--- src/meter_cfg_defs.svh ---
/*
 * Register offsets, reset values and scaling shift amounts of the metering configuration bank.
 * Assumes byte addressing with 16-bit words on even addresses and 32-bit words on multiples of four.
 */
`ifndef METER_CFG_DEFS_SVH
`define METER_CFG_DEFS_SVH

`define OFF_SCAN_BASE 7'h10
`define OFF_SCAN1 7'h12
`define OFF_SCAN2 7'h14
`define OFF_SCAN3 7'h16
`define OFF_SCAN4 7'h18
`define OFF_SCAN5 7'h1a
`define OFF_SCAN6 7'h1c
`define OFF_SCAN_LAST 7'h1e
`define OFF_FRAME_TIME 7'h20
`define OFF_VOLT_CAL 7'h22
`define OFF_AMP_CAL 7'h24
`define OFF_PWR_CAL 7'h26
`define OFF_ENERGY_THR 7'h28
`define OFF_AMPHR_THR 7'h2c
`define OFF_CYCLE_CNT 7'h30
`define OFF_PULSE_CFG 7'h32
`define OFF_PULSE1_THR 7'h34
`define OFF_PULSE2_THR 7'h38
`define OFF_PULSE1_WD 7'h3c
`define OFF_PULSE2_WD 7'h3e
`define OFF_ALLPASS0 7'h54
`define OFF_ALLPASS1 7'h56
`define OFF_LPF_ZC 7'h58
`define OFF_LPF_NS 7'h5a
`define OFF_LPF_SM 7'h5c
`define OFF_HPF 7'h5e
`define OFF_BPF_B0 7'h60
`define OFF_BPF_A1 7'h62
`define OFF_PEAK_CYC 7'h6c
`define OFF_SAG_CYC 7'h6e
`define OFF_OC_LVL 7'h70
`define OFF_OV_LVL 7'h72
`define OFF_SAG_LVL 7'h74
`define OFF_IUB_LVL 7'h76
`define OFF_VUB_LVL 7'h78
`define OFF_ZERO_CROSS_TIMEOUT 7'h7a

`define RST_SCAN0 16'h0301
`define RST_SCAN1 16'h0003
`define RST_SCAN2 16'h0505
`define RST_SCAN3 16'h0207
`define RST_SCAN4 16'h0409
`define RST_SCAN5 16'h010b
`define RST_SCAN6 16'h068d
`define RST_SCAN7 16'h08af
`define RST_FRAME_TIME 16'h07d0
`define RST_VOLT_CAL 16'h81f0
`define RST_AMP_CAL 16'h17d8
`define RST_PWR_CAL 16'h3539
`define RST_ENERGY_THR 32'h00841c2f
`define RST_AMPHR_THR 32'h11940000
`define RST_CYCLE_CNT 16'h0001
`define RST_PULSE_CFG 16'h1707
`define RST_PULSE_THR 32'h019cd813
`define RST_PULSE_WD 16'h186a
`define RST_ALLPASS0 16'h3000
`define RST_ALLPASS1 16'h5000
`define RST_LPF_ZC 16'h1000
`define RST_LPF_NS 16'h0800
`define RST_LPF_SM 16'h1000
`define RST_HPF 16'h0200
`define RST_BPF_B0 16'h1000
`define RST_BPF_A1 16'h301a
`define RST_PEAK_CYC 16'h0032
`define RST_SAG_CYC 16'h0005
`define RST_OC_LVL 16'h7fff
`define RST_OV_LVL 16'h7fff
`define RST_SAG_LVL 16'h0000
`define RST_IUB_LVL 16'hffff
`define RST_VUB_LVL 16'hffff
`define RST_ZERO_CROSS_TIMEOUT 16'h0640

`define VOLT_SHIFT 16
`define AMP_SHIFT 16
`define PWR_SHIFT 26

`endif

--- src/meter_cfg_pkg.sv ---
/*
 * Types of the metering configuration bank.
 * Assumes the offsets and resets of meter_cfg_defs.svh.
 */
package meter_cfg_pkg;

	typedef logic [2:0] elements_t;

	typedef struct packed {
		logic [3:0] reservedHigh;
		logic [3:0] muxSel;
		logic slotConversionSkip;
		logic [2:0] gainSel;
		logic [2:0] lineQuantitySelect;
		logic reservedLow;
	} scan_slot_t;

	typedef struct packed {
		logic [4:0] pulseTwoSource;
		elements_t pulseTwoElements;
		logic [4:0] pulseOneSource;
		elements_t pulseOneElements;
	} pulse_cfg_t;

	typedef struct packed {
		scan_slot_t [7:0] scanSlot;
		logic [15:0] frameTimeCal;
		logic [15:0] voltageCal;
		logic [15:0] currentCal;
		logic [15:0] powerCal;
		logic [31:0] energyLsbThreshold;
		logic [31:0] amphourLsbThreshold;
		logic [15:0] energyCycleCount;
		pulse_cfg_t pulseCfg;
		logic [31:0] pulseOneThreshold;
		logic [31:0] pulseTwoThreshold;
		logic [15:0] pulseOneWidth;
		logic [15:0] pulseTwoWidth;
		logic [15:0] allpassCoef0;
		logic [15:0] allpassCoef1;
		logic [15:0] lowpassZeroCrossCoef;
		logic [15:0] lowpassPeriodCoef;
		logic [15:0] lowpassSamplesCoef;
		logic [15:0] highpassCoef;
		logic [15:0] bandpassCoefB0;
		logic [15:0] bandpassCoefA1;
		logic [15:0] peakCycleCount;
		logic [15:0] sagCycleCount;
		logic [15:0] overcurrentLevel;
		logic [15:0] overvoltageLevel;
		logic [15:0] sagLevel;
		logic [15:0] currentUnbalanceLevel;
		logic [15:0] voltageUnbalanceLevel;
		logic [15:0] zeroCrossTimeout;
	} cfg_bank_t;

	typedef struct packed {
		logic [15:0] reportedVoltage;
		logic [15:0] reportedCurrent;
		logic [31:0] reportedPower;
	} scaled_t;

	typedef struct packed {
		cfg_bank_t bank;
		logic [31:0] readData;
		logic readHit;
		scaled_t scaled;
	} state_t;

endpackage

--- src/metering_config_register_bank.sv ---
/*
 * Configuration word bank of the polyphase metering front-end, with the
 * calibration scaling of reported voltage, current and power.
 * Assumes a serial-interface shadow that presents byte addresses with a
 * write strobe and 16/32-bit word size, and samples readData a cycle later.
 */
`timescale 1ns/1ps
`include "meter_cfg_defs.svh"

// Behaviour
// - slot bits 3:1 pick line quantity
// - frame time word in 0.1us units
// - voltage equals coefficient times rms over 2^16
// - current equals coefficient times rms over 2^16
// - power equals coefficient times i*v over 2^26
// - 32-bit energy accumulator lsb weight
// - 32-bit amp-hour accumulator lsb weight
// - line cycles per energy calculation
// - pulse sources in bits 7:3, 15:11
// - per-pulse element enables E1..E3
// - 32-bit pulse duration thresholds
// - 16-bit pulse width downcounter loads
// - frames before no-zero-crossing declared
// - sag level over sag cycle count
// - peak detection line cycle count
// - frame is rate setting plus one clocks
// - slot bit 7 skips conversion
module metering_config_register_bank
	import meter_cfg_pkg::*;
#(
	parameter int ADDR_W = 7
) (
	// clock and reset
	input wire logic clk,
	input wire logic rst_n,
	// register access from the serial shadow
	input wire logic [ADDR_W-1:0] regAddr,
	input wire logic regWrite,
	input wire logic regRead,
	input wire logic [31:0] regWriteData,
	output logic [31:0] readData,
	output logic readHit,
	// measured rms values from the datapath
	input wire logic [15:0] rmsVoltage,
	input wire logic [15:0] rmsCurrent,
	// configuration to the datapath
	output cfg_bank_t cfg,
	output logic [2:0] slotLineQuantity [8],
	output logic [7:0] slotConversionSkip,
	output logic [15:0] frameTimeTenthsUs,
	output logic [4:0] pulseOneSource,
	output elements_t pulseOneElements,
	output logic [4:0] pulseTwoSource,
	output elements_t pulseTwoElements,
	output scaled_t scaled
);

	////////////////////////////////////////////////////////////////////////

	state_t cur;
	state_t next_cur;

	function automatic cfg_bank_t resetBank();
		cfg_bank_t b;
		b.scanSlot[0] = `RST_SCAN0;
		b.scanSlot[1] = `RST_SCAN1;
		b.scanSlot[2] = `RST_SCAN2;
		b.scanSlot[3] = `RST_SCAN3;
		b.scanSlot[4] = `RST_SCAN4;
		b.scanSlot[5] = `RST_SCAN5;
		b.scanSlot[6] = `RST_SCAN6;
		b.scanSlot[7] = `RST_SCAN7;
		b.frameTimeCal = `RST_FRAME_TIME;
		b.voltageCal = `RST_VOLT_CAL;
		b.currentCal = `RST_AMP_CAL;
		b.powerCal = `RST_PWR_CAL;
		b.energyLsbThreshold = `RST_ENERGY_THR;
		b.amphourLsbThreshold = `RST_AMPHR_THR;
		b.energyCycleCount = `RST_CYCLE_CNT;
		b.pulseCfg = `RST_PULSE_CFG;
		b.pulseOneThreshold = `RST_PULSE_THR;
		b.pulseTwoThreshold = `RST_PULSE_THR;
		b.pulseOneWidth = `RST_PULSE_WD;
		b.pulseTwoWidth = `RST_PULSE_WD;
		b.allpassCoef0 = `RST_ALLPASS0;
		b.allpassCoef1 = `RST_ALLPASS1;
		b.lowpassZeroCrossCoef = `RST_LPF_ZC;
		b.lowpassPeriodCoef = `RST_LPF_NS;
		b.lowpassSamplesCoef = `RST_LPF_SM;
		b.highpassCoef = `RST_HPF;
		b.bandpassCoefB0 = `RST_BPF_B0;
		b.bandpassCoefA1 = `RST_BPF_A1;
		b.peakCycleCount = `RST_PEAK_CYC;
		b.sagCycleCount = `RST_SAG_CYC;
		b.overcurrentLevel = `RST_OC_LVL;
		b.overvoltageLevel = `RST_OV_LVL;
		b.sagLevel = `RST_SAG_LVL;
		b.currentUnbalanceLevel = `RST_IUB_LVL;
		b.voltageUnbalanceLevel = `RST_VUB_LVL;
		b.zeroCrossTimeout = `RST_ZERO_CROSS_TIMEOUT;
		return b;
	endfunction

	// coefficient times value, shifted down
	function automatic logic [31:0] scale16(input logic [15:0] coef, input logic [15:0] val);
		logic [31:0] prod;
		prod = coef * val;
		return 32'(prod >> `VOLT_SHIFT);
	endfunction

	////////////////////////////////////////////////////////////////////////

	logic [47:0] powerProduct;
	logic [31:0] ivProduct;

	always_comb begin
		ivProduct = rmsCurrent * rmsVoltage;
		powerProduct = cur.bank.powerCal * ivProduct;
	end

	always_comb begin
		next_cur = cur;
		next_cur.readHit = 1'b0;
		if (regRead) begin
			next_cur.readHit = 1'b1;
			case (regAddr)
				`OFF_SCAN_BASE, `OFF_SCAN1, `OFF_SCAN2, `OFF_SCAN3, `OFF_SCAN4, `OFF_SCAN5, `OFF_SCAN6,
				`OFF_SCAN_LAST:
					next_cur.readData = {16'h0000, cur.bank.scanSlot[regAddr[3:1]]};
				`OFF_FRAME_TIME: next_cur.readData = {16'h0000, cur.bank.frameTimeCal};
				`OFF_VOLT_CAL: next_cur.readData = {16'h0000, cur.bank.voltageCal};
				`OFF_AMP_CAL: next_cur.readData = {16'h0000, cur.bank.currentCal};
				`OFF_PWR_CAL: next_cur.readData = {16'h0000, cur.bank.powerCal};
				`OFF_ENERGY_THR: next_cur.readData = cur.bank.energyLsbThreshold;
				`OFF_AMPHR_THR: next_cur.readData = cur.bank.amphourLsbThreshold;
				`OFF_CYCLE_CNT: next_cur.readData = {16'h0000, cur.bank.energyCycleCount};
				`OFF_PULSE_CFG: next_cur.readData = {16'h0000, cur.bank.pulseCfg};
				`OFF_PULSE1_THR: next_cur.readData = cur.bank.pulseOneThreshold;
				`OFF_PULSE2_THR: next_cur.readData = cur.bank.pulseTwoThreshold;
				`OFF_PULSE1_WD: next_cur.readData = {16'h0000, cur.bank.pulseOneWidth};
				`OFF_PULSE2_WD: next_cur.readData = {16'h0000, cur.bank.pulseTwoWidth};
				`OFF_ALLPASS0: next_cur.readData = {16'h0000, cur.bank.allpassCoef0};
				`OFF_ALLPASS1: next_cur.readData = {16'h0000, cur.bank.allpassCoef1};
				`OFF_LPF_ZC: next_cur.readData = {16'h0000, cur.bank.lowpassZeroCrossCoef};
				`OFF_LPF_NS: next_cur.readData = {16'h0000, cur.bank.lowpassPeriodCoef};
				`OFF_LPF_SM: next_cur.readData = {16'h0000, cur.bank.lowpassSamplesCoef};
				`OFF_HPF: next_cur.readData = {16'h0000, cur.bank.highpassCoef};
				`OFF_BPF_B0: next_cur.readData = {16'h0000, cur.bank.bandpassCoefB0};
				`OFF_BPF_A1: next_cur.readData = {16'h0000, cur.bank.bandpassCoefA1};
				`OFF_PEAK_CYC: next_cur.readData = {16'h0000, cur.bank.peakCycleCount};
				`OFF_SAG_CYC: next_cur.readData = {16'h0000, cur.bank.sagCycleCount};
				`OFF_OC_LVL: next_cur.readData = {16'h0000, cur.bank.overcurrentLevel};
				`OFF_OV_LVL: next_cur.readData = {16'h0000, cur.bank.overvoltageLevel};
				`OFF_SAG_LVL: next_cur.readData = {16'h0000, cur.bank.sagLevel};
				`OFF_IUB_LVL: next_cur.readData = {16'h0000, cur.bank.currentUnbalanceLevel};
				`OFF_VUB_LVL: next_cur.readData = {16'h0000, cur.bank.voltageUnbalanceLevel};
				`OFF_ZERO_CROSS_TIMEOUT: next_cur.readData = {16'h0000, cur.bank.zeroCrossTimeout};
				default: begin
					// unmapped or reserved: zero and no hit
					next_cur.readData = 32'h00000000;
					next_cur.readHit = 1'b0;
				end
			endcase
		end
		if (regWrite) begin
			case (regAddr)
				// slot words hold line quantity and skip
				`OFF_SCAN_BASE, `OFF_SCAN1, `OFF_SCAN2, `OFF_SCAN3, `OFF_SCAN4, `OFF_SCAN5, `OFF_SCAN6,
				`OFF_SCAN_LAST:
					next_cur.bank.scanSlot[regAddr[3:1]] = regWriteData[15:0];
				`OFF_FRAME_TIME: next_cur.bank.frameTimeCal = regWriteData[15:0];
				`OFF_VOLT_CAL: next_cur.bank.voltageCal = regWriteData[15:0];
				`OFF_AMP_CAL: next_cur.bank.currentCal = regWriteData[15:0];
				`OFF_PWR_CAL: next_cur.bank.powerCal = regWriteData[15:0];
				`OFF_ENERGY_THR: next_cur.bank.energyLsbThreshold = regWriteData;
				`OFF_AMPHR_THR: next_cur.bank.amphourLsbThreshold = regWriteData;
				`OFF_CYCLE_CNT: next_cur.bank.energyCycleCount = regWriteData[15:0];
				`OFF_PULSE_CFG: next_cur.bank.pulseCfg = regWriteData[15:0];
				`OFF_PULSE1_THR: next_cur.bank.pulseOneThreshold = regWriteData;
				`OFF_PULSE2_THR: next_cur.bank.pulseTwoThreshold = regWriteData;
				`OFF_PULSE1_WD: next_cur.bank.pulseOneWidth = regWriteData[15:0];
				`OFF_PULSE2_WD: next_cur.bank.pulseTwoWidth = regWriteData[15:0];
				`OFF_ALLPASS0: next_cur.bank.allpassCoef0 = regWriteData[15:0];
				`OFF_ALLPASS1: next_cur.bank.allpassCoef1 = regWriteData[15:0];
				`OFF_LPF_ZC: next_cur.bank.lowpassZeroCrossCoef = regWriteData[15:0];
				`OFF_LPF_NS: next_cur.bank.lowpassPeriodCoef = regWriteData[15:0];
				`OFF_LPF_SM: next_cur.bank.lowpassSamplesCoef = regWriteData[15:0];
				`OFF_HPF: next_cur.bank.highpassCoef = regWriteData[15:0];
				`OFF_BPF_B0: next_cur.bank.bandpassCoefB0 = regWriteData[15:0];
				`OFF_BPF_A1: next_cur.bank.bandpassCoefA1 = regWriteData[15:0];
				`OFF_PEAK_CYC: next_cur.bank.peakCycleCount = regWriteData[15:0];
				`OFF_SAG_CYC: next_cur.bank.sagCycleCount = regWriteData[15:0];
				`OFF_OC_LVL: next_cur.bank.overcurrentLevel = regWriteData[15:0];
				`OFF_OV_LVL: next_cur.bank.overvoltageLevel = regWriteData[15:0];
				`OFF_SAG_LVL: next_cur.bank.sagLevel = regWriteData[15:0];
				`OFF_IUB_LVL: next_cur.bank.currentUnbalanceLevel = regWriteData[15:0];
				`OFF_VUB_LVL: next_cur.bank.voltageUnbalanceLevel = regWriteData[15:0];
				`OFF_ZERO_CROSS_TIMEOUT: next_cur.bank.zeroCrossTimeout = regWriteData[15:0];
				// writes to reserved holes are dropped
				default: next_cur.bank = next_cur.bank;
			endcase
		end
		next_cur.scaled.reportedVoltage = 16'(scale16(cur.bank.voltageCal, rmsVoltage));
		next_cur.scaled.reportedCurrent = 16'(scale16(cur.bank.currentCal, rmsCurrent));
		next_cur.scaled.reportedPower = 32'(powerProduct >> `PWR_SHIFT);
	end

	always_ff @(posedge clk or negedge rst_n) begin
		if (!rst_n) begin
			cur.bank <= resetBank();
			cur.readData <= 32'h00000000;
			cur.readHit <= 1'b0;
			cur.scaled <= '0;
		end else begin
			cur <= next_cur;
		end
	end

	////////////////////////////////////////////////////////////////////////

	assign cfg = cur.bank;
	assign readData = cur.readData;
	assign readHit = cur.readHit;
	assign scaled = cur.scaled;
	// frame time drives the rate-based timing outside
	assign frameTimeTenthsUs = cur.bank.frameTimeCal;
	assign pulseOneSource = cur.bank.pulseCfg.pulseOneSource;
	assign pulseOneElements = cur.bank.pulseCfg.pulseOneElements;
	assign pulseTwoSource = cur.bank.pulseCfg.pulseTwoSource;
	assign pulseTwoElements = cur.bank.pulseCfg.pulseTwoElements;

	always_comb begin
		for (int i = 0; i < 8; i++) begin
			slotLineQuantity[i] = cur.bank.scanSlot[i].lineQuantitySelect;
			slotConversionSkip[i] = cur.bank.scanSlot[i].slotConversionSkip;
		end
	end

endmodule

--- config.mk ---
export PLATFORM = sky130hd
export DESIGN_NAME = metering_config_register_bank
export DESIGN_NICKNAME = d
export VERILOG_FILES = /design/src/meter_cfg_pkg.sv /design/src/metering_config_register_bank.sv
export VERILOG_INCLUDE_DIRS = /design/src /design/src/src
export SDC_FILE = /design/constraint.sdc
export NUM_CORES = 2
export LEC_CHECK = 0
export BUFFER_PORTS_ARGS = -buffer_cell sky130_fd_sc_hd__buf_2
export CAP_MARGIN = 20
export CORE_ASPECT_RATIO = 1.1
export CORE_MARGIN = 2
export CORE_UTILIZATION = 25
export CTS_CLUSTER_DIAMETER = 50
export DETAILED_ROUTE_END_ITERATION = 10
export MAX_ROUTING_LAYER = met4
export SYNTH_ARGS = -nofsm -noshare
export SYNTH_HDL_FRONTEND = slang
export SYNTH_SLANG_ARGS = --single-unit
--- constraint.sdc ---
create_clock -name clk -period 7.4 [get_ports clk]
set_input_delay 1.48 -clock clk [delete_from_list [all_inputs] [get_ports clk]]
set_output_delay 1.48 -clock clk [all_outputs]
set_load 0.03 [all_outputs]
==> results.toml <==
[floorplan]
die_area_mm2 = 0.291
placement_rows = 206
initial_core_util_pct = 25.1
fp.dieH_um = 565
core_region_area_mm2 = 0.286
chipWidth_um = 514
num_io_pins = 876

[setup_path]
length_in_cells_of_the_worst_reg_to_reg_path = 21
critical-path-top-cell-by-count = "sky130_fd_sc_hd__fa_1"
r2r_slack_ns = 0.33
critical_path_data_required_time_ns = 7.98
critPathLaunchType = "input port"
r2r_start = "cfg[458]$_DFFE_PN1P_"
cp-end-kind = "flop"
timing.critical_path.slowest_stage_cell = "sky130_fd_sc_hd__fa_1"
worstPathMaxFanout = 7
critPathKind = "input port to flop"
critical_path.top_delay_family = "adder cells"
arrival_time_at_the_worst_endpoint_ns = 12.70
cp.buffers_inverters = 16
worst_flop_to_flop_path_endpoint = "scaled[21]$_DFF_PN0_"
crit_path_start = "rmsVoltage[3]"
cpPeakStageDelay_ns = 0.58

[clock_tree]
worst_skew_pair.late_latency_ns = 0.84
cts.htree.levels = 3
cts_made_buffers = 113
clk_path_buf_depth = 3
clock_transition_at_the_registers_of_the_reported_paths_ns = 0.07
root_buffer = "sky130_fd_sc_hd__clkbuf_16"
tritoncts = "done"
cts.sinks = 727

[yosys]
postSynthCellCount = 6881
number_of_flops_mapped_to_enable_cells_by_yosys = 0
yosysUniqueCellTypes = 78
cell_accounting_for_the_most_synthesized_area = "sky130_fd_sc_hd__fa_1"
synth_top_area_share_pct = 27.9
syn-cell-area_mm2 = 0.0716
synthArstFlopShare_pct = 100
syn-mean-instance-area_um2 = 10.4
synthFlopType = "sky130_fd_sc_hd__dfrtp_1"
ys_top_cells_by_area = "sky130_fd_sc_hd__fa_1 (28%), sky130_fd_sc_hd__dfrtp_1 (18%), sky130_fd_sc_hd__mux2_2 (10%)"
synth-seq-cells = 727
synth_warnings = 0
ys_seq_area_share_pct = 25.8

[placement]
place.gp.congestion = 1.05
placed_cell_area_mm2 = 0.0836
io_buffers = 865
dp.cells = 11581
pre_cts_ws_ns = -5.94
post-dp-hpwl_um = 276000

[cells_and_area]
final.fill_count = 29447
layout.cell_area.non_filler_mm2 = 0.0890
layout.nets = 9493
final_cells = 11876
final_common_cell = "sky130_fd_sc_hd__inv_1"
final_cell_mix = "sky130_fd_sc_hd__inv_1 (1086), sky130_fd_sc_hd__fa_1 (985), sky130_fd_sc_hd__buf_2 (847), sky130_fd_sc_hd__nand2_1 (835), sky130_fd_sc_hd__mux2_2 (652)"
areaGrowthSynthToFinish_pct = 24.4
proportion_of_layout_cells_with_a_drive_suffix_above_1_pct = 34.6

[timing]
fmax_mhz = 82.5
report.final.hold_viol_count = 0
slew_violations = 0
tightestPinTransition_ns = 1.22
finalSetupTns_ns = -94.45
finalWorstPathRequiredPeriod_ns = 12.12
fin_crit_sh_pct = 164
worst_case_setup_margin_in_the_final_layout_ns = -4.72
setup_violations = 22
setup_repair_after_global_routing_missed_its_margin = "true"
maxSlewHeadroom_pct = 18.0
worst_clock_skew_ns = 0.157

[min_path]
hold_path_startpoint = "readData[8]$_DFFE_PN0P_"
worstHoldPathType = "flop to flop"
holdPathEnd = "readData[8]$_DFFE_PN0P_"
min_path_cells = 1

[route]
met1Wirelength_um = 124000
drt_pass1_iterations = 6
detailedRoute.firstIterationViolations = 5057
antenna_left = 0
remaining_drc_errors = 0
vias_per_cell = 4.98
met2_length_um = 166000
wire_per_inst_um = 29.4
routed-via-count = 59114
routed.top_layer = "met4"
sum_of_routed_wire_length_over_all_layers_um = 349000
met3WireLength_um = 29200

[global_route]
wire_length_of_the_first_global_routing_pass_um = 487000
number_of_global_route_vias_before_repair = 62988
grt_max_degree = 169
grt_overflow_total = 0
global_route.usage.total_pct = 24.4
grt_antenna_before_repair = 50

[outcome]
status = "complete, but fails checks"
violations_in_the_final_reports = "setup timing"

[flow_run]
maximum_capacitance_violations = 0
final cells by class:
cell class	instances	area, µm²	area share (%)
sequential	727	18400	20.7
antenna	34	85.1	0.0956
tap	3744	4680	5.26
multi-input combinational	4529	47800	53.7
timing repair buffer	1515	9870	11.1
inverter	1112	4170	4.69
clock inverter	71	905	1.02
clock buffer	144	3060	3.44
cells by family (layout without fill, tap and decap cells):
group / count (synthesis) / after routing / share of synthesized area (%)
and+or+nand+nor: 1701 / 1701 / 11.5
DFF: 727 / 727 / 25.8
AOI/OAI and AO/OA: 634 / 634 / 6.63
muxes: 683 / 683 / 10.8
adders and majority gates: 1420 / 1420 / 35.3
other: 1 / 44 / 0.00524
xor gates and xnor gates: 81 / 81 / 0.991
buffers and inverters: 1634 / 2842 / 8.99
registers in the layout, summed over array words and instances, names as in the netlist:
signal and cells:
cfg 608, pulseTwoSource 5, pulseOneSource 5, pulseTwoElements 3, readHit 1, pulseOneElements 3
scaled 54, readData 32, frameTimeTenthsUs 16
timing repair:
action,CTS,global route
cloned,1,0
pin swaps,85,47
gates resized for setup,164,78
hold buffers,0,0
buffers inserted,24,21
endpoints found under the setup margin,27,31
synth_stat cells (all sizes together) (63+ instances only):
library cell / count
mux2: 652
o21ai: 67
buf: 126
nand4: 63
fa: 997
a221oi: 66
inv: 1112
a22o: 66
dfstp: 204
dfrtp: 523
a21oi: 79
nand2: 859
ha: 423
a22oi: 92
and2: 475
nor2: 104
clkbuf: 396
metal layers:
layer / vias to the layer above / GRT usage [%]
met5: - / -
met4: 0 / 16.5
met3: 1010 / 6.18
met2: 3084 / 39.2
met1: 30795 / 26.7
li1: 24225 / -
per-stage QoR:
step	utilization [%]	hold slack, ns
final	31.2	0.493
after global routing	31.2	0.503
after CTS	31.0	0.488
after detailed placement	29.3	0.468
after global placement	29.3	0.470
after floorplan	-	0.668
worst max-delay path by stage:
stage	to	slack, ns	depth (start not counted)
floorplan	scaled[21]$_DFF_PN0_	-4.73	42
global placement	scaled[21]$_DFF_PN0_	-5.71	45
detailed placement	scaled[21]$_DFF_PN0_	-5.94	44
CTS	scaled[21]$_DFF_PN0_	-4.61	46
global route	scaled[21]$_DFF_PN0_	-5.04	48
finish	scaled[21]$_DFF_PN0_	-4.72	47
Power is left out: the tool's default activity adds up to more than one toggle a clock period on the data nets, which glitch-free logic cannot reach.
